--- src/design/qdac_pkg.sv ---
package qdac_pkg;
  // word layout, msb first
  localparam int WORD_BITS    = 16;
  localparam int DATA_BITS    = 10;
  localparam int CHANNELS     = 4;
  localparam int ADDR_HI_POS  = 15;
  localparam int ADDR_LO_POS  = 14;
  localparam int CTRL_HI_POS  = 13;
  localparam int CTRL_LO_POS  = 12;
  localparam int DATA_MSB_POS = 11;
  localparam int DATA_LSB_POS = 2;
  localparam int BIT_CNT_W    = 5;

  // address/control codes {addr_hi, addr_lo, ctrl_hi, ctrl_lo}
  localparam logic [3:0] CMD_NOP       = 4'h0;
  localparam logic [3:0] CMD_UPD_ALL   = 4'h4;
  localparam logic [3:0] CMD_LOAD_ALL  = 4'h8;
  localparam logic [3:0] CMD_SHUTDOWN  = 4'hc;
  localparam logic [3:0] CMD_ULO_LOW   = 4'h2;
  localparam logic [3:0] CMD_ULO_HIGH  = 4'h6;
  localparam logic [3:0] CMD_ECHO_RISE = 4'he;
  localparam logic [3:0] CMD_ECHO_FALL = 4'ha;
  localparam logic [1:0] CTRL_LOAD_IN  = 2'h1;
  localparam logic [1:0] CTRL_LOAD_UPD = 2'h3;

  localparam logic [9:0]  ZERO_CODE = 10'h000;
  localparam logic [15:0] ZERO_WORD = 16'h0000;
  localparam logic [2:0]  SYNC_ZERO = 3'h0;

  // one decoded command word
  typedef struct packed {
    logic [1:0] addr;
    logic [1:0] ctrl;
    logic [9:0] data;
    logic [1:0] sub;
  } qdac_word_type;

  // sampled serial pins
  typedef struct packed {
    logic sclk;
    logic cs_n;
    logic din;
    logic lockout_n;
    logic wipe_n;
  } qdac_pins_type;
endpackage

--- src/design/qdac_serial.sv ---
`timescale 1ns/1ns
// What this block does
// - command is 16 bits msb first, one 16-bit or two 8-bit transfers per frame
// - word is two address bits, two control bits, ten data bits, two sub-bits
// - control 01 loads addressed input register, dac registers unchanged
// - control 11 loads addressed input register then updates all dac registers
// - address 01 control 00 copies inputs to dacs and leaves shutdown
// - address 10 control 00 loads data into all inputs and dacs, leaves shutdown
// - address 11 control 00 enters shutdown only while lockout pin is high
// - code 0010 drives user output low, code 0110 drives it high
// - all-zero address and control is a no-operation
// - code 1110 selects echo on rising edge and updates all dacs
// - code 1010 selects echo on falling edge and updates all dacs
// - chip select high disables the interface, nothing shifted
// - chip select low shifts serial in on each rising serial clock
// - decode and register updates happen on chip select rising edge
// - echo is shift register far end, lag 16.5 or 16 clocks
// - after reset echo uses falling edge mode
// - shutdown command ignored while lockout pin is low
// - lockout falling edge wakes from shutdown without serial clock, except while wipe pin is low at that edge
// - devices chain echo to serial in, one word per device per frame
// - wipe pin low clears input, dac and shift registers, user output and echo
// - reset clears every input and dac register to zero
// - serial interface and input registers keep working in shutdown
module qdac_serial
  import qdac_pkg::*;
(
  // clock and reset
  input  wire logic       i_clk,
  input  wire logic       i_reset,
  // serial pins
  input  wire logic       i_sclk,
  input  wire logic       i_cs_n,
  input  wire logic       i_serial_in,
  output logic            o_serial_echo_out,
  // control pins
  input  wire logic       i_sleep_lockout_n,
  input  wire logic       i_async_wipe_n,
  output logic            o_user_logic_out,
  output logic            o_shutdown,
  output logic            o_echo_rise_mode,
  // converter codes
  output logic [9:0]      o_input_a,
  output logic [9:0]      o_input_b,
  output logic [9:0]      o_input_c,
  output logic [9:0]      o_input_d,
  output logic [9:0]      o_dac_a,
  output logic [9:0]      o_dac_b,
  output logic [9:0]      o_dac_c,
  output logic [9:0]      o_dac_d
);
  qdac_pins_type pins_raw, pins;
  logic          sclk_d_r, sclk_d_nxt;
  logic          cs_d_r, cs_d_nxt;
  logic          lock_d_r, lock_d_nxt;
  logic          sclk_rise, sclk_fall, cs_rise, lock_fall, wipe;
  logic [15:0]   shift_r, shift_nxt;
  logic          echo_r, echo_nxt;
  logic          spill_r, spill_nxt; // bit that left the far end at the last rise
  logic          ulo_r, ulo_nxt;
  logic          sd_r, sd_nxt;
  logic          mode_r, mode_nxt;
  logic [9:0]    in_r [CHANNELS];
  logic [9:0]    in_nxt [CHANNELS];
  logic [9:0]    dac_r [CHANNELS];
  logic [9:0]    dac_nxt [CHANNELS];
  qdac_word_type cmd;

  // gather pins for synchronising
  assign pins_raw = '{sclk: i_sclk, cs_n: i_cs_n, din: i_serial_in,
                      lockout_n: i_sleep_lockout_n, wipe_n: i_async_wipe_n};

  qdac_sync u_sync (
    .i_clk   (i_clk),
    .i_reset (i_reset),
    .i_pins  (pins_raw),
    .o_pins  (pins)
  );

  // edge detection on synchronised pins
  assign sclk_rise = pins.sclk & ~sclk_d_r;
  assign sclk_fall = ~pins.sclk & sclk_d_r;
  assign cs_rise   = pins.cs_n & ~cs_d_r;
  assign lock_fall = ~pins.lockout_n & lock_d_r;
  assign wipe      = ~pins.wipe_n;
  assign cmd       = qdac_word_type'(shift_r);

  // true when the code also refreshes every dac from its input register
  function automatic logic updates_all(input logic [3:0] code);
    updates_all = (code == CMD_UPD_ALL) || (code == CMD_ECHO_RISE) ||
                  (code == CMD_ECHO_FALL) || (code[1:0] == CTRL_LOAD_UPD);
  endfunction

  // edge history
  always_comb begin
    sclk_d_nxt = pins.sclk;
    cs_d_nxt   = pins.cs_n;
    lock_d_nxt = pins.lockout_n;
  end

  // shift register and echo
  always_comb begin
    shift_nxt = shift_r;
    echo_nxt  = echo_r;
    spill_nxt = spill_r;
    if (wipe) begin
      shift_nxt = ZERO_WORD;
      echo_nxt  = 1'b0;
      spill_nxt = 1'b0;
    end else if (!pins.cs_n) begin
      if (sclk_rise) begin
        // oldest bit falls off the far end, so long frames keep the last 16
        shift_nxt = {shift_r[WORD_BITS-2:0], pins.din};
        spill_nxt = shift_r[WORD_BITS-1];
        if (mode_r) begin
          echo_nxt = shift_r[WORD_BITS-1];
        end
      end else if (sclk_fall && !mode_r) begin
        // falling-edge mode shows the spilled bit half a clock later
        echo_nxt = spill_r;
      end
    end
  end

  // decode on chip select rising edge
  always_comb begin
    ulo_nxt  = ulo_r;
    sd_nxt   = sd_r;
    mode_nxt = mode_r;
    for (int i = 0; i < CHANNELS; i++) begin
      in_nxt[i]  = in_r[i];
      dac_nxt[i] = dac_r[i];
    end
    if (wipe) begin
      ulo_nxt = 1'b0;
      for (int i = 0; i < CHANNELS; i++) begin
        in_nxt[i]  = ZERO_CODE;
        dac_nxt[i] = ZERO_CODE;
      end
    end else begin
      if (lock_fall && sd_r) begin
        sd_nxt = 1'b0;
      end
      if (cs_rise) begin
        if (cmd.ctrl == CTRL_LOAD_IN || cmd.ctrl == CTRL_LOAD_UPD) begin
          in_nxt[cmd.addr] = cmd.data;
        end
        if (updates_all({cmd.addr, cmd.ctrl})) begin
          for (int i = 0; i < CHANNELS; i++) begin
            dac_nxt[i] = (i == int'(cmd.addr) && cmd.ctrl == CTRL_LOAD_UPD) ?
                         cmd.data : in_r[i];
          end
        end
        case ({cmd.addr, cmd.ctrl})
          CMD_UPD_ALL: begin
            sd_nxt = 1'b0;
          end
          CMD_LOAD_ALL: begin
            sd_nxt = 1'b0;
            for (int i = 0; i < CHANNELS; i++) begin
              in_nxt[i]  = cmd.data;
              dac_nxt[i] = cmd.data;
            end
          end
          CMD_SHUTDOWN: begin
            if (pins.lockout_n) begin
              sd_nxt = 1'b1;
            end
          end
          CMD_ULO_LOW: begin
            ulo_nxt = 1'b0;
          end
          CMD_ULO_HIGH: begin
            ulo_nxt = 1'b1;
          end
          CMD_ECHO_RISE: begin
            mode_nxt = 1'b1;
          end
          CMD_ECHO_FALL: begin
            mode_nxt = 1'b0;
          end
          CMD_NOP: begin
            sd_nxt = sd_nxt;
          end
          default: begin
            sd_nxt = sd_nxt;
          end
        endcase
      end
    end
  end

  // registers
  always_ff @(posedge i_clk) begin
    if (i_reset) begin
      sclk_d_r <= 1'b0;
      cs_d_r   <= 1'b1;
      lock_d_r <= 1'b1;
      shift_r  <= ZERO_WORD;
      echo_r   <= 1'b0;
      spill_r  <= 1'b0;
      ulo_r    <= 1'b0;
      sd_r     <= 1'b0;
      mode_r   <= 1'b0;
      for (int i = 0; i < CHANNELS; i++) begin
        in_r[i]  <= ZERO_CODE;
        dac_r[i] <= ZERO_CODE;
      end
    end else begin
      sclk_d_r <= sclk_d_nxt;
      cs_d_r   <= cs_d_nxt;
      lock_d_r <= lock_d_nxt;
      shift_r  <= shift_nxt;
      echo_r   <= echo_nxt;
      spill_r  <= spill_nxt;
      ulo_r    <= ulo_nxt;
      sd_r     <= sd_nxt;
      mode_r   <= mode_nxt;
      for (int i = 0; i < CHANNELS; i++) begin
        in_r[i]  <= in_nxt[i];
        dac_r[i] <= dac_nxt[i];
      end
    end
  end

  // outputs straight from flip-flops
  assign o_serial_echo_out = echo_r;
  assign o_user_logic_out  = ulo_r;
  assign o_shutdown        = sd_r;
  assign o_echo_rise_mode  = mode_r;
  assign o_input_a         = in_r[0];
  assign o_input_b         = in_r[1];
  assign o_input_c         = in_r[2];
  assign o_input_d         = in_r[3];
  assign o_dac_a           = dac_r[0];
  assign o_dac_b           = dac_r[1];
  assign o_dac_c           = dac_r[2];
  assign o_dac_d           = dac_r[3];
endmodule // qdac_serial

--- src/design/qdac_sync.sv ---
`timescale 1ns/1ns
// two-flop synchroniser for the serial pins
module qdac_sync
  import qdac_pkg::*;
(
  // clock and reset
  input  wire logic          i_clk,
  input  wire logic          i_reset,
  // pins
  input  wire qdac_pins_type i_pins,
  output qdac_pins_type      o_pins
);
  qdac_pins_type meta_r, meta_nxt, sync_r, sync_nxt;

  // idle value: strobes and lows inactive
  localparam qdac_pins_type IDLE = '{sclk: 1'b0, cs_n: 1'b1, din: 1'b0,
                                    lockout_n: 1'b1, wipe_n: 1'b1};

  // next state
  always_comb begin
    meta_nxt = i_pins;
    sync_nxt = meta_r;
  end

  // registers
  always_ff @(posedge i_clk) begin
    if (i_reset) begin
      meta_r <= IDLE;
      sync_r <= IDLE;
    end else begin
      meta_r <= meta_nxt;
      sync_r <= sync_nxt;
    end
  end

  assign o_pins = sync_r;
endmodule // qdac_sync

--- config.mk ---
export PLATFORM = sky130hd
export DESIGN_NAME = qdac_serial
export DESIGN_NICKNAME = d
export VERILOG_FILES = /design/src/design/qdac_pkg.sv /design/src/design/qdac_serial.sv /design/src/design/qdac_sync.sv
export SDC_FILE = /design/constraint.sdc
export NUM_CORES = 1
export LEC_CHECK = 0
export ABC_AREA = 1
export BUFFER_PORTS_ARGS = -buffer_cell sky130_fd_sc_hd__buf_2
export CAP_MARGIN = 10
export CELL_PAD_IN_SITES_DETAIL_PLACEMENT = 0
export CELL_PAD_IN_SITES_GLOBAL_PLACEMENT = 2
export CORE_MARGIN = 3
export CORE_UTILIZATION = 29
export DETAILED_ROUTE_END_ITERATION = 6
export PLACE_DENSITY_LB_ADDON = 0.2
export SETUP_SLACK_MARGIN = 0.02
export SLEW_MARGIN = 20
export SYNTH_ARGS = -nofsm -noshare
export SYNTH_HDL_FRONTEND = slang
export SYNTH_SLANG_ARGS = --single-unit
export TNS_END_PERCENT = 1
--- constraint.sdc ---
create_clock -name i_clk -period 1.8 [get_ports i_clk]
set_input_delay 0.18 -clock i_clk [delete_from_list [all_inputs] [get_ports i_clk]]
set_output_delay 0.18 -clock i_clk [all_outputs]
set_load 0.03 [all_outputs]
Word-level counts from Yosys, hierarchy flattened
Memory sizes are Yosys's and may differ from the RTL's.
Index checks and enable logic that the tools add are counted.

cells by class
  bitwise operators = 19
  reduce and logical (&&, ||, !) cells = 22
  $lt $le $gt $ge = 2
  mux-type cells = 35
  equal/unequal tests = 13

operator list
  cell                                                      number
  two-way mux 40 bit                                        8
  two-way mux 10 bit                                        13
  bitwise mux 40 bit                                        1
  demux 10 bit (select 2 bit)                               1
  == test 4 bit, second input constant                      4
  two-way mux 1 bit                                         9
  == test 4 x 3 -> 1 bit, second input constant             2
  OR 1 bit                                                  8
  logical AND 1 bit                                         7
  inverter 1 bit                                            6
  case mux 1 bit (2 select lines)                           3
  AND reduction 3 bit                                       2
  nonzero test 2 bit                                        3
  bitwise AND 1 bit                                         4
  == test 2 bit, first input constant                       2
  == test 4 x 2 -> 1 bit, second input constant             1
  logical OR 1 bit                                          4
  AND reduction 2 bit                                       2
  OR reduction 2 bit                                        2
  greater-or-equal comparator 3 bit, second input constant  1
  < comparator 3 x 1 -> 1 bit, second input constant        1
  inverter 2 -> 3 bit                                       1
  == test 1 x 2 -> 1 bit, first input constant              1
  == test 2 x 1 -> 1 bit, second input constant             1
  4 further kinds                                           4

word-level totals
  memories = 2
  register bits after elaboration = 34
  bits in writable memories = 80
  bits of input ports = 7
  logic and storage cells = 112
  output and inout port bits = 84

memory list
  memory  depth  bits a word  rd ports  clocked after Yosys merged registers in  wr ports  RTL line           text
  dac_r   4      10           4         0                                        4         qdac_serial.sv:65  logic [9:0] dac_r [CHANNELS];
  in_r    4      10           4         0                                        4         qdac_serial.sv:63  logic [9:0] in_r [CHANNELS];

Longest topological paths before layout
  depth in word-level cells = 11
  depth in mapped cells = 11
  gate-level depth less buffers = 9

Modules after synthesis
From an unflattened synthesis, not the netlist that was laid out.

unflattened totals
  cells, all modules = 788
  area, all modules = 5017.3 um2

by module, submodules not included
  module       seq. area each (um2)  times used  area each (um2)  cells each
  qdac_serial  2082.0                1           4738.3           757
  qdac_sync    200.2                 1           279.0            31

Worst setup path before layout
OpenSTA, ideal clock, no wires.

  path type = register -> register
  start = register shift_r[15], in the netlist cmd[15]
  end = memory in_r[0][0]
  cell stages (with the launch flop) = 9
  period minus slack after synthesis = 1.394 ns
  path slack = 0.406 ns
  arrival time = 1.281 ns
  library setup time = 0.113 ns
  path buffers = 1
  required time = 1.687 ns
  path through = dfxtp_1 > inv_2 > nor2_4 > nand2_2 > a21oi_4 > nand2_2 > buf_2 > nor2_1 > nor2_1

RTL lines
  what                    RTL line            text
  from (decl)             qdac_serial.sv:57   logic [15:0] shift_r, shift_nxt;
  from (signal assigned)  qdac_serial.sv:213  shift_r <= shift_nxt;
  to (decl)               qdac_serial.sv:63

==> out/qor.csv <==
metric,value,unit
initial antenna violation count,0,
Initial DRC Count,221,
Pwr Density,1013,nW/µm²
NumNets Final,874,
Worst Path Max Fanout,49,
Avg Inst Size Synth,6.406,µm²
Syn Nets,789,
first-pass GRT wire length,21110,µm
IO buf count,90,
VDD IR max,611.9,µV
DR WL/cell,12.09,µm
fillers,1848,
setup violators final,0,
die area,18890,µm²
"top cells by count, synth","229 x nand2_1, 176 x nor2_1, 114 x dfxtp_1, 108 x inv_1, 56 x o21ai_0",
post-synth top area cell,dfxtp_1,
Detailed Route WL,13300,µm
Netlist cell types,19,
status,completed,
fin. max-slew vios,0,
Tcrit/Tclk final,91.90,%
total core area,16760,µm²
Fmax,0.6045,GHz
vias in the first global route,4044,
crit end category,flop,
CP peak stage delay,0.52,ns
"Seq/Total Area, Yosys",45.55,%
Final Hold Fails,0,
#FFs+latches synth,114,
critical path class,flop to flop,
Via density,4.165,
layout cell share with drive strength beyond 1,18.07,%
Leak,3.571,nW
DP HPWL,9018,µm
worst min path class,primary input to flop,
Synth-to-Final Area Change,29.32,%
CP dominant cell by count,nor2_1,
CTS tree,built,
final core occ,38.66,%
Area contributors post-synth,"dfxtp_1 46%, nand2_1 17%, nor2_1 13%",
clk_skew,0.007840,ns
"EDFF count, synth",0,
IO Pins,91,
Async SR Flop Fraction,0,%
max cap viols,0,
CP Cell Sequence,"nand2_1, nor2_1, nor2_1, nand2_1, nand2_2, buf_12, nor2_1, nor2_1",
Initial Util,29.89,%
H-tree Lvls,4,
DR DRC count,0,
CP max stage cell,dfxtp_1,
setup TNS,0,ns
CP required,2.10,ns
top cell type's share of synthesized area,45.55,%
clk_lat worst skew,0.41,ns
Tightest Pin Transition,0.4496,ns
Main synth FF type,dfxtp_1,
Root Driver,clkbuf_16,
CTS Buffer Depth,2,
Mapped Area,5010,µm²
Die Width,137.4,µm
drt pass-1 iters,4,
ANT cells,0,
# rows,47,
Slew HR,70.03,%
routability cong.,0.8305,
RSZ-0062 raised after global routing,yes,
CTS sink count,114,
DR vias,4581,
"CP delay by family, top",simple AND/OR/NAND/NOR gates,
clk slew on worst S/H paths,0.06,ns
largest net degree at the start of global routing,57,
GR Overflow Total,0,
total CTS buffers,17,
Ys Warns,0,
Startpoint Class,flop,
most common cell in the synthesized netlist,nand2_1,
"Arr. time, crit path",1.96,ns
ANT nets after route,0,
Buf/Inv on CP,1,
synthesized instance count,782,
fin crit period,1.654,ns
GR Util All Layers,14.68,%
chip height,137.4,µm
[worst paths after layout]
path / to / slack (ns) / depth (start not counted) / startpoint
setup reg to reg: dac_r[3][8] / 0.15 / 8 / cmd[14]
hold reg to reg: u_sync.o_pins[4] / 0.40 / 2 / u_sync.meta_r[4]
setup / recovery: dac_r[3][8] / 0.15 / 8 / cmd[14]
hold / removal: u_sync.o_pins[4] / 0.18 / 3 / i_reset
[routing by layer]
layer	vias up	wire, µm	share of wire (%)	track usage (%)
met1	2013	6182	46	18.91
met5	-	0	0	0
met3	13	539	4.1	4.273
met4	0	156	1.2	4.656
li1	2482	-	-	-
met2	73	6416	48	23.67
[registers in the layout (all words and copies together) (netlist names)]
signal             flops
lock_d_r               1
dac_r                 40
spill_r                1
u_sync.meta_r          5
cs_d_r                 1
o_shutdown             1
sclk_d_r               1
o_user_logic_out       1
u_sync.o_pins          5
o_echo_rise_mode       1
o_serial_echo_out      1
cmd                   16
in_r                  40
[cell usage in the layout, fill, tap and decap left out, drive strengths merged]
master / n
a21oi: 24
clkinv: 3
a211oi: 1
buf: 111
clkbuf: 22
or2: 6
clkinvlp: 1
inv: 109
nand4: 2
o21ai: 56
nand2: 234
dlygate4sd3: 5
nor2: 177
dfxtp: 114
bufinv: 6
nand3: 7
nor3: 2
[worst reg2reg max path, stage by stage, from the launching register on]
cell and delay, ns:
dfxtp_1 0.52, nand2_1 0.16, nor2_1 0.12, nor2_1 0.05, nand2_1 0.07, nand2_2 0.11
buf_12 0.20, nor2_1 0.24, nor2_1 0.07
[area by class of cell]
class	count	area (µm²)	area share (%)
Clock buffer	22	474.2	7.319
Timing Repair Buffer	116	708.2	10.93
Sequential cell	114	2285	35.26
Inverter	109	409.1	6.315
Tap cell	220	275.3	4.249
Multi-Input combinational cell	509	2125	32.79
Clock inverter	10	202.7	3.129
[through the flow]
stage          cell area [µm²]  std cells  hold slack [ns]  setup WS (ns)  power [mW]
6_report                  6479       1100           0.1837         0.1457       6.562
5_1_grt                   6479       1100           0.1800      0.0004463       6.807
4_1_cts                   6424       1098           0.1640        0.07382       6.665
3_5_place_dp              5697       1061           0.3678         0.1006       2.739
3_3_place_gp              5697       1061           0.3630         0.1810       2.738
2_1_floorplan             5010        782           0.2838         0.4065       2.686
[repair_timing]
item,4_1_cts,5_1_grt
setup endpoints to repair,0,51
hold endpoints to repair,5,0
buffers inserted,0,2
hold buffers,5,0
gates resized for setup,0,8
[where the power goes]
group	internal, mW	leakage [nW]	total (mW)	switching, mW
logic	0.0447	2.32	0.139	0.0942
clock network	2.70	0.330	3.87	1.17
registers	2.54	0.922	2.55	0.0114
total	5.29	3.57	6.56	1.28
[kinds of logic (layout without fill, tap and decap cells)]
kind of cell | count (synthesis) | after routing | synth area share, %
buffers and inverters | 159 | 257 | 12.99
and+or+nand+nor | 428 | 428 | 33.09
AOI/OAI and AO/OA | 81 | 81 | 8.367
DFF | 114 | 114 | 45.55
Note: power is estimated with default switching activity, not from simulation.
